<file path="config.mk">
export PLATFORM = sky130hd
export DESIGN_NAME = nrps_host
export DESIGN_NICKNAME = d
export VERILOG_FILES = /design/src/core/nrps_pkg.sv /design/src/core/nrps_host.sv
export SDC_FILE = /design/constraint.sdc
export NUM_CORES = 1
export LEC_CHECK = 0
export BUFFER_PORTS_ARGS = -buffer_cell sky130_fd_sc_hd__buf_4
export CORE_UTILIZATION = 59
export DETAILED_ROUTE_END_ITERATION = 12
export PLACE_DENSITY = 0.8
export SLEW_MARGIN = 20
export SYNTH_ARGS = -nofsm -noshare
export SYNTH_HDL_FRONTEND = slang
export SYNTH_SLANG_ARGS = --single-unit
</file>
<file path="constraint.sdc">
create_clock -name ref_clk -period 3.7 [get_ports ref_clk]
set_input_delay 0.74 -clock ref_clk [delete_from_list [all_inputs] [get_ports ref_clk]]
set_output_delay 0.74 -clock ref_clk [all_outputs]
set_load 0.02 [all_outputs]
</file>
<file path="src/core/nrps_pkg.sv">
// Shared constants and types for the NAND read/program host sequencer.
package nrps_pkg;

	// Clock period and pin timing, in ns.
	localparam int CLK_NS = 5;
	localparam int WE_LOW_NS = 15;
	localparam int WE_HIGH_NS = 10;
	localparam int RD_LOW_NS = 25;
	localparam int RD_HIGH_NS = 10;
	localparam int WB_NS = 100;

	// Least times round up to whole cycles.
	localparam logic [7:0] WE_LOW_CYC = 8'((WE_LOW_NS + CLK_NS - 1) / CLK_NS);
	localparam logic [7:0] WE_LEN_CYC = 8'(WE_LOW_CYC + (WE_HIGH_NS + CLK_NS - 1) / CLK_NS);
	localparam logic [7:0] RD_LOW_CYC = 8'((RD_LOW_NS + CLK_NS - 1) / CLK_NS);
	localparam logic [7:0] RD_LEN_CYC = 8'(RD_LOW_CYC + (RD_HIGH_NS + CLK_NS - 1) / CLK_NS);
	localparam int WB_CYC = (WB_NS + CLK_NS - 1) / CLK_NS;

	// Opcodes placed on the I/O port in command cycles.
	localparam logic [7:0] CMD_READ = 8'h00;
	localparam logic [7:0] CMD_READ_CFM = 8'h30;
	localparam logic [7:0] CMD_CACHE = 8'h31;
	localparam logic [7:0] CMD_CACHE_LAST = 8'h3f;
	localparam logic [7:0] CMD_DUAL = 8'h60;
	localparam logic [7:0] CMD_PROG = 8'h80;
	localparam logic [7:0] CMD_COL = 8'h85;
	localparam logic [7:0] CMD_PROG_CFM = 8'h10;

	// Address layout: page bits, district bit and half bit of the row.
	localparam int PAGE_BITS = 6;
	localparam int DIST_BIT = 6;
	localparam int HALF_BIT = 17;
	localparam logic [5:0] LAST_PAGE = 6'h3f;
	localparam logic [13:0] PAGE_SIZE = 14'h1100;
	localparam logic [12:0] ADDR_FULL_N = 13'h0005;
	localparam logic [12:0] ADDR_ROW_N = 13'h0003;
	localparam logic [12:0] ADDR_COL_N = 13'h0002;

	typedef enum logic [2:0] {
		OP_READ,
		OP_CACHE,
		OP_CACHE_LAST,
		OP_DUAL_READ,
		OP_PROG_LOAD,
		OP_PROG_COL,
		OP_PROG_CONFIRM
	} nrps_op_type;

	typedef struct packed {
		nrps_op_type op;
		logic [12:0] col;
		logic [17:0] row;
		logic [17:0] row2;
		logic [12:0] count;
	} nrps_req_type;

	typedef struct packed {
		logic cle;
		logic ale;
		logic ce_n;
		logic we_n;
		logic read_strobe_n;
		logic wp_n;
		logic [7:0] io_out;
		logic io_oe_n;
	} nrps_pins_type;

endpackage

</file>
<file path="src/core/nrps_host.sv">
// Host-side NAND command sequencer with its read-data FIFO.
`timescale 1ns/10ps

module nrps_fifo #(
	parameter int WIDTH = 8,
	parameter int DEPTH = 8
) (
	// Clock and reset.
	input wire logic clk,
	input wire logic reset_n,
	// Filling side.
	input wire logic [WIDTH-1:0] in_data,
	input wire logic in_valid,
	output logic in_ready,
	// Draining side.
	output logic [WIDTH-1:0] out_data,
	output logic out_valid,
	input wire logic out_ready
);
	localparam int AW = $clog2(DEPTH);
	logic [WIDTH-1:0] mem [DEPTH];
	logic [AW:0] wp_q;
	logic [AW:0] rp_q;

	// One spare pointer bit tells full from empty; DEPTH must be a power of two.
	assign in_ready = !((wp_q[AW] != rp_q[AW]) && (wp_q[AW-1:0] == rp_q[AW-1:0]));
	assign out_valid = (wp_q != rp_q);
	assign out_data = mem[rp_q[AW-1:0]];

	// Storage has no reset; only the pointers decide what is valid.
	always_ff @(posedge clk) begin
		if (in_valid && in_ready) begin
			mem[wp_q[AW-1:0]] <= in_data;
		end
	end

	// Pointer updates.
	always_ff @(posedge clk or negedge reset_n) begin
		if (!reset_n) begin
			wp_q <= '0;
			rp_q <= '0;
		end else begin
			if (in_valid && in_ready) begin
				wp_q <= wp_q + (AW + 1)'(1);
			end
			if (out_valid && out_ready) begin
				rp_q <= rp_q + (AW + 1)'(1);
			end
		end
	end
endmodule

// How it works
// [RQ1] Page read: opcode 00h, five address cycles, confirm 30h.
// [RQ2] First read after power-up may skip the 00h opcode.
// [RQ3] After ready, read strobes return bytes from start column up to 4351.
// [RQ4] Cached reads restart when the block address would change.
// [RQ5] Cached read opcode 31h loads next page while current one shifts out.
// [RQ6] After initial read, 31h copies buffer to cache; device busy meanwhile.
// [RQ7] Later 31h waits for the pending load, then copies; busy varies.
// [RQ8] Opcode 3Fh copies last page without a new load.
// [RQ9] Dual-district cached reads use their own sequence, restarted per block; the host refuses any cached read after a dual read.
// [RQ10] Both districts of a dual read share the low six page bits.
// [RQ11] Dual read transfer starts on confirm 30h; device busy throughout.
// [RQ12] Even blocks are district zero, odd blocks district one, per half.
// [RQ13] Paired blocks must both lie in the same half of the range.
// [RQ14] At most one block per district in a dual read.
// [RQ15] Each district address follows its own 60h; 30h closes the pair.
// [RQ16] Write protect stays high for the whole dual read.
// [RQ17] Program confirm 10h after address and data starts programming.
// [RQ18] Opcode 85h takes two column cycles; following data loads there.
// [RQ19] Column change may repeat any number of times before 10h.
// [RQ20] Each read strobe advances the column by one.
// [RQ21] Full address is two column then three page bytes.
// [RQ22] Ready/busy stays low during transfers, high when done.
// [RQ23] Host waits for ready before read strobes after a read opcode.
// [RQ24] Device ignores strobes while busy, so host issues none then.
module nrps_host import nrps_pkg::*; #(
	parameter int WB_CYCLES = WB_CYC,
	parameter int FIFO_DEPTH = 8
) (
	// Clock and reset.
	input wire logic ref_clk,
	input wire logic reset_n,
	// Request port.
	input wire nrps_req_type req,
	input wire logic req_valid,
	output logic req_ready,
	output logic done,
	output logic refused,
	// Program data stream.
	input wire logic [7:0] wr_data,
	input wire logic wr_valid,
	output logic wr_ready,
	// Read data stream.
	output logic [7:0] rd_data,
	output logic rd_valid,
	input wire logic rd_ready,
	// Write protect request.
	input wire logic protect,
	// Flash pins.
	output nrps_pins_type pins,
	input wire logic [7:0] io_in,
	input wire logic ready_busy_n
);
	typedef enum {S_IDLE, S_CMD1, S_ADDR1, S_CMD2, S_ADDR2, S_DIN, S_CMD3, S_WB, S_RDY, S_DOUT} nrps_state_type;

	nrps_state_type state_q;
	nrps_req_type req_q;
	nrps_pins_type pins_d, pins_q;
	logic [7:0] tmr_q;
	logic [12:0] n_q;
	logic [39:0] addr_q;
	logic [5:0] ld_page_q;
	logic first_q, cache_ok_q, done_q, refused_q;
	logic rb_s1_q, rb_s2_q, rb_s3_q, rb_q;
	logic fire, bad, wr_st, go, step_end, cap, f_in_ready;
	logic [13:0] span;

	// Full five-cycle address: two column bytes then three row bytes.
	function automatic logic [39:0] addr_full(input logic [12:0] col, input logic [17:0] row);
		return {6'h00, row, 3'h0, col};
	endfunction

	// Row-only address used by the dual-district setup.
	function automatic logic [39:0] addr_row(input logic [17:0] row);
		return {22'h00_0000, row};
	endfunction

	// Legal district pair: same page, same half, different district.
	function automatic logic pair_ok(input logic [17:0] a, input logic [17:0] b);
		return (a[PAGE_BITS-1:0] == b[PAGE_BITS-1:0]) && (a[HALF_BIT] == b[HALF_BIT]) && (a[DIST_BIT] != b[DIST_BIT]);
	endfunction

	// Ready/busy is asynchronous; a change counts once the last two stages agree.
	always_ff @(posedge ref_clk or negedge reset_n) begin
		if (!reset_n) begin
			rb_s1_q <= 1'b0;
			rb_s2_q <= 1'b0;
			rb_s3_q <= 1'b0;
			rb_q <= 1'b0;
		end else begin
			rb_s1_q <= ready_busy_n;
			rb_s2_q <= rb_s1_q;
			rb_s3_q <= rb_s2_q;
			if (rb_s2_q == rb_s3_q) begin
				rb_q <= rb_s3_q;
			end
		end
	end

	// Request checks; refused requests never reach the pins.
	always_comb begin
		span = ((req.op == OP_READ) ? {1'b0, req.col} : 14'h0000) + {1'b0, req.count};
		bad = 1'b0;
		// [RQ10] [RQ12] [RQ13] [RQ14] district pair checks
		if (req.op == OP_DUAL_READ && !pair_ok(req.row, req.row2)) begin
			bad = 1'b1;
		end
		// [RQ4] block change restart
		if ((req.op == OP_CACHE || req.op == OP_CACHE_LAST) && !cache_ok_q) begin
			bad = 1'b1;
		end
		if (req.op == OP_CACHE && ld_page_q == LAST_PAGE) begin
			bad = 1'b1;
		end
		// [RQ3] page end limit
		if ((req.op == OP_READ || req.op == OP_CACHE || req.op == OP_CACHE_LAST) && span > PAGE_SIZE) begin
			bad = 1'b1;
		end
	end

	assign req_ready = (state_q == S_IDLE);
	assign fire = req_valid && req_ready;
	assign wr_st = (state_q inside {S_CMD1, S_ADDR1, S_CMD2, S_ADDR2, S_DIN, S_CMD3});

	// A strobe starts only when data or FIFO room is there, so back-pressure stalls the pins.
	always_comb begin
		go = 1'b1;
		if (tmr_q == 8'h00 && state_q == S_DIN) begin
			go = wr_valid && (n_q != 13'h0000);
		end else if (tmr_q == 8'h00 && state_q == S_DOUT) begin
			go = f_in_ready && (n_q != 13'h0000);
		end
		step_end = go && (state_q == S_DOUT ? tmr_q == RD_LEN_CYC - 8'h01 : wr_st && tmr_q == WE_LEN_CYC - 8'h01);
		// [RQ20] one byte per strobe
		cap = (state_q == S_DOUT) && go && (tmr_q == RD_LOW_CYC - 8'h01);
	end
	assign wr_ready = (state_q == S_DIN) && (tmr_q == 8'h00) && (n_q != 13'h0000);

	// Strobe and wait timer.
	always_ff @(posedge ref_clk or negedge reset_n) begin
		if (!reset_n) begin
			tmr_q <= 8'h00;
		end else if (step_end || state_q == S_IDLE || state_q == S_RDY) begin
			tmr_q <= 8'h00;
		end else if ((wr_st || state_q == S_DOUT) && go || state_q == S_WB) begin
			tmr_q <= tmr_q + 8'h01;
		end
	end

	// Sequencer: command, address, data and busy phases per operation.
	always_ff @(posedge ref_clk or negedge reset_n) begin
		if (!reset_n) begin
			state_q <= S_IDLE;
			req_q <= '0;
			n_q <= 13'h0000;
			addr_q <= '0;
		end else begin
			case (state_q)
				S_IDLE: begin
					if (fire && !bad) begin
						req_q <= req;
						addr_q <= (req.op == OP_DUAL_READ) ? addr_row(req.row) : addr_full(req.col, req.row);
						n_q <= (req.op == OP_DUAL_READ) ? ADDR_ROW_N : (req.op == OP_PROG_COL) ? ADDR_COL_N : ADDR_FULL_N;
						case (req.op)
							// [RQ2] skip held opcode
							OP_READ: state_q <= first_q ? S_ADDR1 : S_CMD1;
							OP_CACHE, OP_CACHE_LAST: begin
								state_q <= S_CMD3;
								n_q <= req.count;
							end
							OP_PROG_CONFIRM: state_q <= S_CMD3;
							default: state_q <= S_CMD1;
						endcase
					end
				end
				S_CMD1: if (step_end) state_q <= S_ADDR1;
				S_ADDR1, S_ADDR2: begin
					if (step_end) begin
						addr_q <= addr_q >> 8;
						n_q <= n_q - 13'h0001;
						if (n_q == 13'h0001) begin
							if (state_q == S_ADDR1 && req_q.op == OP_DUAL_READ) begin
								state_q <= S_CMD2;
							end else if (req_q.op == OP_PROG_LOAD || req_q.op == OP_PROG_COL) begin
								// [RQ18] [RQ19] data at new column
								state_q <= S_DIN;
								n_q <= req_q.count;
							end else begin
								state_q <= S_CMD3;
							end
						end
					end
				end
				S_CMD2: begin
					// [RQ15] second district address
					if (step_end) begin
						state_q <= S_ADDR2;
						addr_q <= addr_row(req_q.row2);
						n_q <= ADDR_ROW_N;
					end
				end
				S_DIN: begin
					if (n_q == 13'h0000) begin
						state_q <= S_IDLE;
					end else if (step_end) begin
						n_q <= n_q - 13'h0001;
						if (n_q == 13'h0001) state_q <= S_IDLE;
					end
				end
				S_CMD3: begin
					if (step_end) begin
						state_q <= S_WB;
						if (req_q.op == OP_READ || req_q.op == OP_DUAL_READ) n_q <= req_q.count;
					end
				end
				S_WB: if (tmr_q == 8'(WB_CYCLES - 1)) state_q <= S_RDY;
				S_RDY: begin
					// [RQ22] [RQ23] wait for ready
					if (rb_q) state_q <= (req_q.op == OP_PROG_CONFIRM) ? S_IDLE : S_DOUT;
				end
				S_DOUT: begin
					if (n_q == 13'h0000) begin
						state_q <= S_IDLE;
					end else if (step_end) begin
						n_q <= n_q - 13'h0001;
						if (n_q == 13'h0001) state_q <= S_IDLE;
					end
				end
				default: state_q <= S_IDLE;
			endcase
		end
	end

	// Cache-read bookkeeping: which page the device is loading, and whether chaining is legal.
	always_ff @(posedge ref_clk or negedge reset_n) begin
		if (!reset_n) begin
			first_q <= 1'b1;
			cache_ok_q <= 1'b0;
			ld_page_q <= 6'h00;
		end else if (fire && !bad) begin
			first_q <= 1'b0;
			cache_ok_q <= (req.op == OP_READ) || (req.op == OP_CACHE);
			if (req.op == OP_READ) begin
				ld_page_q <= req.row[PAGE_BITS-1:0];
			end else if (req.op == OP_CACHE) begin
				// [RQ5] [RQ7] next page loads
				ld_page_q <= ld_page_q + 6'h01;
			end
		end
	end

	// Pin values before the output flip-flops.
	always_comb begin
		pins_d = pins_q;
		pins_d.cle = (state_q inside {S_CMD1, S_CMD2, S_CMD3});
		pins_d.ale = (state_q inside {S_ADDR1, S_ADDR2});
		pins_d.ce_n = (state_q == S_IDLE);
		// [RQ24] no strobes while busy
		pins_d.we_n = !(wr_st && go && tmr_q < WE_LOW_CYC);
		pins_d.read_strobe_n = !(state_q == S_DOUT && go && tmr_q < RD_LOW_CYC);
		pins_d.io_oe_n = !wr_st;
		// [RQ16] protect released
		pins_d.wp_n = !protect || (state_q != S_IDLE && req_q.op == OP_DUAL_READ);
		case (state_q)
			S_CMD1: begin
				// [RQ1] [RQ21] setup opcodes
				case (req_q.op)
					OP_DUAL_READ: pins_d.io_out = CMD_DUAL;
					OP_PROG_LOAD: pins_d.io_out = CMD_PROG;
					OP_PROG_COL: pins_d.io_out = CMD_COL;
					default: pins_d.io_out = CMD_READ;
				endcase
			end
			S_CMD2: pins_d.io_out = CMD_DUAL;
			S_CMD3: begin
				// [RQ6] [RQ8] [RQ11] [RQ17] confirm opcodes
				case (req_q.op)
					OP_CACHE: pins_d.io_out = CMD_CACHE;
					OP_CACHE_LAST: pins_d.io_out = CMD_CACHE_LAST;
					OP_PROG_CONFIRM: pins_d.io_out = CMD_PROG_CFM;
					default: pins_d.io_out = CMD_READ_CFM;
				endcase
			end
			S_ADDR1, S_ADDR2: pins_d.io_out = addr_q[7:0];
			S_DIN: if (tmr_q == 8'h00) pins_d.io_out = wr_data;
			default: pins_d.io_out = pins_q.io_out;
		endcase
	end

	// Pins leave from flip-flops so strobes never glitch.
	always_ff @(posedge ref_clk or negedge reset_n) begin
		if (!reset_n) begin
			pins_q <= '{cle: 1'b0, ale: 1'b0, ce_n: 1'b1, we_n: 1'b1, read_strobe_n: 1'b1,
				wp_n: 1'b0, io_out: 8'h00, io_oe_n: 1'b1};
			done_q <= 1'b0;
			refused_q <= 1'b0;
		end else begin
			pins_q <= pins_d;
			done_q <= (state_q != S_IDLE) && (state_q != S_CMD1 || req_q.op != OP_READ) && (
				(state_q == S_RDY && rb_q && req_q.op == OP_PROG_CONFIRM) ||
				((state_q == S_DIN || state_q == S_DOUT) && (n_q == 13'h0000 || (step_end && n_q == 13'h0001))));
			refused_q <= fire && bad;
		end
	end
	assign pins = pins_q;
	assign done = done_q;
	assign refused = refused_q;

	// Read bytes wait in the FIFO until the user drains them.
	nrps_fifo #(.WIDTH(8), .DEPTH(FIFO_DEPTH)) u_fifo (
		.clk(ref_clk),
		.reset_n(reset_n),
		.in_data(io_in),
		.in_valid(cap),
		.in_ready(f_in_ready),
		.out_data(rd_data),
		.out_valid(rd_valid),
		.out_ready(rd_ready)
	);
endmodule

</file>
==> impl_metrics.csv, run 1 <==
group,metric,value,unit
outcome,status,"finished, final reports clean",
clock_network,postCtsHoldBufs,0,
power,pwr-share-seq,34.8,%
grt,antenna_found_initial,0,
logic_synthesis,ys_seq_area_share,50.6,%
logic_synthesis,postSynthCellCount,927,
logic_synthesis,synth_most_common_cell,"dfrtp_1",
grt,grt_pass1_wl,42800,um
timing,slew_headroom,50.9,%
layout,final_util,76.6,%
route,first_pass_iters,6,
logic_synthesis,synth_nets,1038,
logic_synthesis,ys_ff_latch,194,
power,swShare,39.9,%
clock_network,clock-root-buffer,"clkbuf_16",
timing,timing.fmax,276,MHz
timing,period_share,98.0,%
placed_design,hpwlAfterDp,19300,um
clock_network,cts_inserted_buffers,17,
logic_synthesis,yosysWarnings,0,
layout,area_growth,25.5,%
worst_setup_path,crit_path_end_kind,"register",
logic_synthesis,synth_top_area_share,30.6,%
layout,final_area,12800,um2
floorplanning,die_area,17900,um2
grt,grt_use_met1,41.5,%
timing,setup_viol_count_final,0,
clock_network,clk_latency,0.44,ns
timing,rsz0062_at_grt,"yes",
timing,tightestPinTransition,0.729,ns
clock_network,cts_tree,"built",
worst_setup_path,path_delay_family,"simple AND/OR/NAND/NOR gates",
logic_synthesis,synth_top_area_cell,"dfrtp_1",
timing,hold_viol_final,0,
route,viasPerCell,6.32,
logic_synthesis,synth_cell_type_count,82,
layout,nets,1218,
timing,final_max_slew_viol_count,0,
worst_setup_path,crit_arrival,3.94,ns
worst_setup_path,start_kind,"input port",
timing,holdWs,0.273,ns
route,drc,0,
worst_setup_path,cpMostUsedCell,"buf_4",
power,p_per_area,757,nW/um2
power,clkPwrFrac,18.4,%
logic_synthesis,synth_flop_cell,"dfrtp_1",
power,power_frac_comb,46.8,%
grt,grt_use_met2,50.6,%
logic_synthesis,synth-edff-count,64,
grt,grt_overflow,0,
power,p_leak,5.39,nW
run,cap_violations,0,
grt,grt_max_degree,72,
route,drtIter0Drc,801,
worst_setup_path,path_buf_inv,5,
route,wl,27400,um
floorplanning,die_x,134,um
hold_path,hold_class,"input port to async pin",
worst_setup_path,slowest_stage,"or4_4",
worst_setup_path,cp_max_fo,8,
power,p_int,5.85,mW
floorplanning,core,16800,um2
worst_setup_path,path_cells,"buf_6, nor3_4, buf_6, buf_4, and2_1, ha_1, a21oi_2, a21boi_0, a21boi_2, buf_4, a21oi_1, xnor2_1, or4_4, nand2_8, buf_4, mux2_2",
grt,grt_pass1_vias,8164,
power,vdd_drop_max,541,uV
power,power,9.73,mW
clock_network,clk_pin_slew,0.07,ns
floorplanning,rows,47,
layout,drive_above_1_share,32.1,%
placed_design,gp_congestion,0.924,
grt,grt_use_met3,6.51,%
power,power_switching,3.88,mW
worst_setup_path,critPathMaxStageDelay,0.56,ns
timing,finClkSkew,0.0123,ns
placed_design,io_buffer_count,115,
clock_network,clock_sinks,194,
floorplanning,start_util,61.1,%
logic_synthesis,syn_area_per_cell,11.0,um2
worst_setup_path,crit_type,"input port to register",
route,final_antenna_net_count,0,
timing,period_needed,3.63,ns
logic_synthesis,netlist_area,10200,um2
floorplanning,io_pins,116,
grt,grt_usage,31.2,%
route,vias,8468,
layout,n_fill_cell,1076,
placed_design,placed_area,12000,um2
clock_network,htreeDepth,4,
route,wire_per_inst,20.5,um
logic_synthesis,async_flop_share,67.0,%
clock_network,cts_max_path_buffers,2,
logic_synthesis,synth_area_leaders,"dfrtp_1, edfxtp_1, mux2_2",
worst_setup_path,crit_required,4.01,ns
layout,num_antenna_cells,0,
logic_synthesis,synthTopCellsByCount,"dfrtp_1, nand2_1, edfxtp_1",
timing,final.setup.tns,0,ns
grt,busiest_layer,"met2",
floorplanning,die_h,134,um
-- power by group through the flow --
| stage | clock network [mW] | registers (mW) | logic, mW |
|---|---|---|---|
| 6_report | 1.79 | 3.39 | 4.56 |
| 5_1_grt | 1.88 | 3.45 | 4.94 |
| 4_1_cts | 1.80 | 3.37 | 4.40 |
| 3_5_place_dp | 0 | 3.40 | 4.37 |
| 3_3_place_gp | 0 | 3.37 | 4.24 |
| 2_1_floorplan | 0 | 3.24 | 3.21 |
-- routing by layer --
layer / share of wire (%) / vias up
met5: 0 / -
met4: 2.9 / 0
met3: 7.5 / 65
met2: 50 / 436
met1: 40 / 4135
li1: - / 3832
-- placed cells by master (no fill, tap or decap), types with 9 or more instances in the layout --
cell type	synthesis	routed
buf_4	3	206
dfrtp_1	125	125
nand2_1	95	95
edfxtp_1	64	64
nor2_1	58	58
o21ai_0	39	36
mux2_2	33	32
a21oi_1	38	32
nand3_1	25	25
o21a_1	25	25
a22oi_1	25	25
nor3_1	26	22
o211ai_1	20	20
ha_1	22	19
clkbuf_16	0	19
xor2_1	19	18
mux2i_1	18	18
inv_1	17	16
mux4_2	16	16
xnor2_1	14	14
and2_1	17	13
mux2_4	1	11
nor4_1	9	9
-- logic make-up (layout without fill, tap and decap cells) --
group	Yosys count	count (layout)	share of synthesized area [%]
xor gates and xnor gates	33	33	2.82
adders and majority gates	24	24	2.98
DFF	194	194	50.6
AOI/OAI and AO/OA	237	237	16.5
buffers and inverters	76	269	3.40
and+or+nand+nor	286	286	13.6
muxes	77	77	10.1
-- final cells by class --
type	count	area, um2	share of cell area [%]
repair buffers	219	1780	13.9
clock inverters	14	145	1.13
multi-input cells	657	4960	38.6
flip-flops and latches	194	5180	40.3
well taps	220	275	2.14
inverters	18	67.6	0.526
clock buffers	18	439	3.42
-- what timing repair did --
action	4_1_cts	5_1_grt
setup buffers	0	8
pin swaps	0	9
hold endpoints to repair	0	0
gates resized for setup	1	25
cloned	0	2
endpoints found under the setup margin	36	79
-- sequential cells by signal, indices dropped and copies added, names as in the netlist, 4 cells and up --
| register | count |
|---|---|
| addr_q | 34 |
| n_q | 13 |
| u_fifo.rp_q | 4 |
| state_q | 4 |
| req_q | 34 |
| tmr_q | 8 |
| pins | 15 |
| ld_page_q | 6 |
| u_fifo.wp_q | 4 |
| u_fifo.mem | 64 |
-- worst paths after layout --
kind	from	endpoint	slack, ns	cells after the start
setup / recovery	req[64]	req_q[62]	0.07	16
hold / removal	reset_n	req_q[10]	0.27	1
setup reg to reg	n_q[0]	n_q[0]	0.44	12
hold reg to reg	rb_s1_q	rb_s2_q	0.35	0
max in group asynchronous	reset_n	pins[0]	2.59	2
min in group ref_clk	rb_s1_q	rb_s2_q	0.35	0
-- metrics by stage --
| step | std cells | setup slack (ns) |
|---|---|---|
| global placement | 1298 | -0.495 |
| finish | 1340 | 0.0746 |
| floorplan | 927 | -0.364 |
| detailed placement | 1298 | -0.521 |
| global route | 1340 | -0.101 |
| CTS | 1330 | 0.0245 |
Note: power is estimated with default switching activity, not from simulation.
==> inputs of run 2 (changes only) <==
--- a/config.mk
+++ b/config.mk
@@ -8,7 +8,7 @@
 export BUFFER_PORTS_ARGS = -buffer_cell sky130_fd_sc_hd__buf_4
 export CORE_UTILIZATION = 59
 export DETAILED_ROUTE_END_ITERATION = 12
-export PLACE_DENSITY = 0.8
+export PLACE_DENSITY_LB_ADDON = 0.3
 export SLEW_MARGIN = 20
 export SYNTH_ARGS = -nofsm -noshare
 export SYNTH_HDL_FRONTEND = slang
==> impl_metrics.csv, run 2 (synthesized netlist as in run 1, its figures left out) <==
group,metric,value,unit
worst_setup_path,cp_max_fo,18,
timing,setup_ws,-0.0273,ns
grt,grt_pass1_wl,41900,um
route,viasPerCell,6.36,
worst_setup_path,crit_type,"input port to register",
timing,period_needed,3.73,ns
worst_setup_path,path_delay_family,"simple AND/OR/NAND/NOR gates",
route,first_pass_iters,8,
worst_setup_path,crit_arrival,4.05,ns
worst_setup_path,crit_path_end_kind,"register",
floorplanning,io_pins,116,
layout,n_fill_cell,1044,
worst_setup_path,path_cells,"buf_4, nor3_4, buf_6, and2_1, ha_1, o211ai_1, a21oi_2, or3_4, a2111oi_4, a311oi_2, or4_4, nand2_8, buf_12, mux2_2",
worst_setup_path,path_buf_inv,3,
clock_network,cts_max_path_buffers,2,
route,drtIter0Drc,845,
outcome,status,"finished, violations left",
clock_network,cts_inserted_buffers,17,
clock_network,htreeDepth,4,
floorplanning,rows,47,
clock_network,clock_sinks,194,
grt,grt_max_degree,75,
layout,drive_above_1_share,32.0,%
floorplanning,die_area,17900,um2
timing,tightestPinTransition,1.18,ns
timing,rsz0062_at_grt,"yes",
clock_network,cts_tree,"built",
floorplanning,die_h,134,um
worst_setup_path,critPathMaxStageDelay,0.52,ns
grt,antenna_found_initial,0,
worst_setup_path,crit_required,4.02,ns
timing,period_share,101,%
worst_setup_path,start_kind,"input port",
timing,finClkSkew,0.00925,ns
route,final_antenna_net_count,0,
layout,final_util,76.3,%
route,wire_per_inst,20.7,um
power,p_leak,5.34,nW
layout,nets,1212,
route,wl,27600,um
timing,setup_viol_count_final,15,
layout,final_common_cell,"buf_4",
layout,num_antenna_cells,0,
clock_network,clk_pin_slew,0.07,ns
hold_path,hold_class,"input port to async pin",
timing,final_max_slew_viol_count,0,
floorplanning,core,16800,um2
placed_design,placed_area,12000,um2
clock_network,clk_latency,0.44,ns
placed_design,gp_congestion,0.954,
placed_design,hpwlAfterDp,19100,um
run,cap_violations,0,
floorplanning,die_x,134,um
timing,timing.fmax,268,MHz
timing,hold_viol_final,0,
outcome,violations,"setup timing",
layout,area_growth,24.9,%
placed_design,io_buffer_count,115,
power,p_per_area,761,nW/um2
timing,slew_headroom,20.7,%
worst_setup_path,slowest_stage,"or4_4",
route,drc,0,
layout,layout_common_cells,"buf_4, dfrtp_1, nand2_1, edfxtp_1, nor2_1",
layout,final_area,12800,um2
layout,largest_reg_flops,64,
power,vdd_drop_max,571,uV
clock_network,clock-root-buffer,"clkbuf_16",
grt,grt_overflow,0,
route,vias,8482,
placed_design,dp_slack,-0.545,ns
clock_network,postCtsHoldBufs,0,
grt,grt_pass1_vias,8140,
floorplanning,start_util,61.1,%
grt,grt_usage,30.6,%
[run 2: worst register-to-register path, cell delays in order (launching register included)]
cell and delay, ns:
dfrtp_1 0.44, inv_1 0.12, ha_1 0.23, or3b_2 0.54, nor4_2 0.61, a21oi_1 0.15
nor2_1 0.11, o32ai_1 0.15, nand2_1 0.28, nand3_2 0.20, buf_4 0.20, nand2_1 0.06
o2bb2ai_1 0.11
[run 2: worst paths after layout]
check,startpoint,end,slack [ns],depth (start not counted)
max,req[64],req_q[30],-0.03,14
min,reset_n,n_q[4],0.31,1
max reg2reg,n_q[0],n_q[9],0.41,12
min reg2reg,rb_s2_q,rb_s3_q,0.38,0
max in group asynchronous,reset_n,req_q[64],2.58,2
min in group ref_clk,rb_s2_q,rb_s3_q,0.38,0
[run 2: report_power, final]
group / total, mW / switching (mW) / internal (mW)
logic: 4.57 / 2.47 / 2.11
clock network: 1.78 / 0.888 / 0.894
registers: 3.38 / 0.531 / 2.84
total: 9.73 / 3.89 / 5.84
[run 2: timing repair]
action	in CTS	in global routing
endpoints found under the setup margin	44	69
resized for setup	1	24
setup buffers	0	2
gates cloned	0	2
pin swaps	0	5
[run 2: area by class of cell]
class,count,area [um2],share of cell area (%)
Timing Repair Buffer,213,1720,13.4
Inverter,18,67.6,0.529
Sequential cell,194,5180,40.5
Multi-Input combinational cell,657,4970,38.9
Clock inverter,15,141,1.11
Clock buffer,17,425,3.33
Tap cell,220,275,2.15
[run 2: through the flow]
stage / total power, mW / setup TNS (ns) / hold WS (ns) / instances
floorplan: 6.45 / -19.91 / 0.331 / 927
global placement: 7.61 / -36.20 / 0.353 / 1298
detailed placement: 7.76 / -39.84 / 0.360 / 1298
CTS: 9.57 / 0 / 0.350 / 1330
global route: 10.3 / -3.81 / 0.379 / 1334
finish: 9.73 / -0.106 / 0.309 / 1334
[run 2: routing by layer]
metal	global-route usage, %	vias to the layer above	wire length [um]
met2	49.7	471	13600
met5	0	-	0
met4	12.8	0	1030
met3	5.82	75	2110
met1	40.3	4107	10900
li1	-	3829	-
==> inputs of run 3 (changes only) <==
--- a/config.mk
+++ b/config.mk
@@ -6,7 +6,7 @@
 export NUM_CORES = 1
 export LEC_CHECK = 0
 export BUFFER_PORTS_ARGS = -buffer_cell sky130_fd_sc_hd__buf_4
-export CORE_UTILIZATION = 59
+export CORE_UTILIZATION = 53
 export DETAILED_ROUTE_END_ITERATION = 12
 export PLACE_DENSITY_LB_ADDON = 0.3
 export SLEW_MARGIN = 20
==> constraint.sdc (replaced) <==
create_clock -name ref_clk -period 3.1 [get_ports ref_clk]
set_input_delay 0.62 -clock ref_clk [delete_from_list [all_inputs] [get_ports ref_clk]]
set_output_delay 0.62 -clock ref_clk [all_outputs]
set_load 0.02 [all_outputs]
==> impl_metrics.csv, run 3 (synthesized netlist as in run 1, its figures left out) <==
group,metric,value,unit
worst_setup_path,cp_max_fo,7,
layout,final_common_cell,"buf_4",
clock_network,clock-root-buffer,"clkbuf_16",
route,drtIter0Drc,894,
power,p_leak,5.75,nW
worst_setup_path,critPathMaxStageDelay,0.63,ns
worst_setup_path,crit_required,3.44,ns
placed_design,gp_congestion,0.920,
timing,timing.fmax,280,MHz
route,wl,28600,um
timing,period_needed,3.57,ns
clock_network,cts_inserted_buffers,17,
layout,num_antenna_cells,0,
worst_setup_path,slowest_stage,"or4_4",
floorplanning,die_area,19900,um2
timing,period_share,115,%
worst_setup_path,path_buf_inv,3,
route,vias,8627,
layout,final_util,72.5,%
worst_setup_path,path_cells,"buf_8, nor3_4, and2_4, ha_4, inv_2, fa_2, nand2b_4, a21o_4, a21oi_2, o211a_1, nand4_1, or4_4, nand2_8, clkbuf_16, mux2_2",
floorplanning,start_util,54.3,%
layout,layout_common_cells,"buf_4, dfrtp_1, nand2_1, edfxtp_1, nor2_1",
floorplanning,die_x,141,um
outcome,violations,"setup timing",
clock_network,clock_sinks,194,
clock_network,cts_tree,"built",
route,drc,0,
layout,layout.area.seq,5180,um2
timing,final.setup.tns,-34.99,ns
route,wire_per_inst,20.0,um
hold_path,hold_class,"input port to async pin",
power,vdd_drop_max,609,uV
placed_design,io_buffer_count,115,
worst_setup_path,crit_type,"input port to register",
timing,rsz0062_at_grt,"yes",
placed_design,dp_slack,-0.974,ns
floorplanning,io_pins,116,
grt,grt_pass1_wl,43800,um
clock_network,htreeDepth,4,
grt,grt_overflow,0,
run,cap_violations,0,
floorplanning,rows,50,
layout,nets,1269,
timing,final_max_slew_viol_count,0,
timing,hold_viol_final,0,
clock_network,clk_pin_slew,0.08,ns
outcome,status,"finished, violations left",
worst_setup_path,path_delay_family,"simple AND/OR/NAND/NOR gates",
route,first_pass_iters,7,
grt,grt_pass1_vias,8272,
timing,slew_headroom,30.6,%
power,p_per_area,891,nW/um2
clock_network,clk_latency,0.45,ns
placed_design,hpwlAfterDp,19200,um
timing,finClkSkew,0.0143,ns
route,viasPerCell,6.03,
worst_setup_path,crit_arrival,3.91,ns
layout,multiInputGateArea,5210,um2
layout,area_growth,33.4,%
timing,setup_viol_count_final,92,
layout,drive_above_1_share,37.8,%
grt,grt_max_degree,69,
grt,grt_usage,29.0,%
floorplanning,core,18800,um2
timing,setup_ws,-0.470,ns
grt,antenna_found_initial,0,
floorplanning,die_h,141,um
layout,largest_reg_flops,64,
power,power,12.2,mW
layout,n_fill_cell,1272,
worst_setup_path,crit_path_end_kind,"register",
timing,tightestPinTransition,1.03,ns
worst_setup_path,start_kind,"input port",
route,final_antenna_net_count,0,
clock_network,cts_max_path_buffers,2,
==> run 3: path summary, 6_finish.rpt <==
kind / startpoint / end / slack, ns / cells past startpoint
min reg2reg: rb_s1_q / rb_s2_q / 0.35 / 0
min in group ref_clk: ready_busy_n / rb_s1_q / 0.29 / 1
max reg2reg: state_q[0] / n_q[6] / -0.01 / 7
max: req[64] / req_q[26] / -0.47 / 15
max in group asynchronous: reset_n / first_q / 2.19 / 2
min: reset_n / u_fifo.rp_q[2] / 0.16 / 1
==> run 3: worst reg2reg max path: stages (launching register included) <==
cell       delay, ns
dfrtp_1         0.72
nand2_1         0.22
nor2_1          0.16
or3_1           0.30
nand2_1         0.20
nor3_1          0.87
a222oi_1        0.35
o2bb2ai_2       0.22
==> run 3: area by class of cell <==
class                   instances  area share [%]
inverters                      18           0.495
flip-flops and latches        194            38.0
multi-input cells             657            38.2
well taps                     260            2.38
clock inverters                15            1.38
clock buffers                  17            3.12
repair buffers                270            16.5
==> run 3: metrics by stage <==
stage	hold WS [ns]	std cells	area, um2
floorplan	0.324	927	10400
global placement	0.336	1374	12300
global route	0.218	1431	13600
detailed placement	0.336	1374	12300
finish	0.159	1431	13600
CTS	0.187	1423	13300
==> run 3: timing repair <==
item / 4_1_cts / 5_1_grt
endpoints found under the setup margin: 91 / 94
hold buffers: 0 / 0
cloned: 2 / 3
pin swaps: 14 / 26
gates resized for setup: 55 / 54
setup buffers: 15 / 9
==> run 3: routing by layer <==
metal  track usage, %  wire (um)  vias to the layer above
li1                 -          -                     3952
met1             38.4      11800                     4187
met5                0          0                        -
met2             47.3      13800                      419
met3             5.98       2100                       69
met4             10.3        885                        0
==> run 3: power by group <==
part / internal [mW] / switching, mW
Combinational: 2.74 / 3.17
Sequential: 3.39 / 0.611
Clock: 1.11 / 1.13
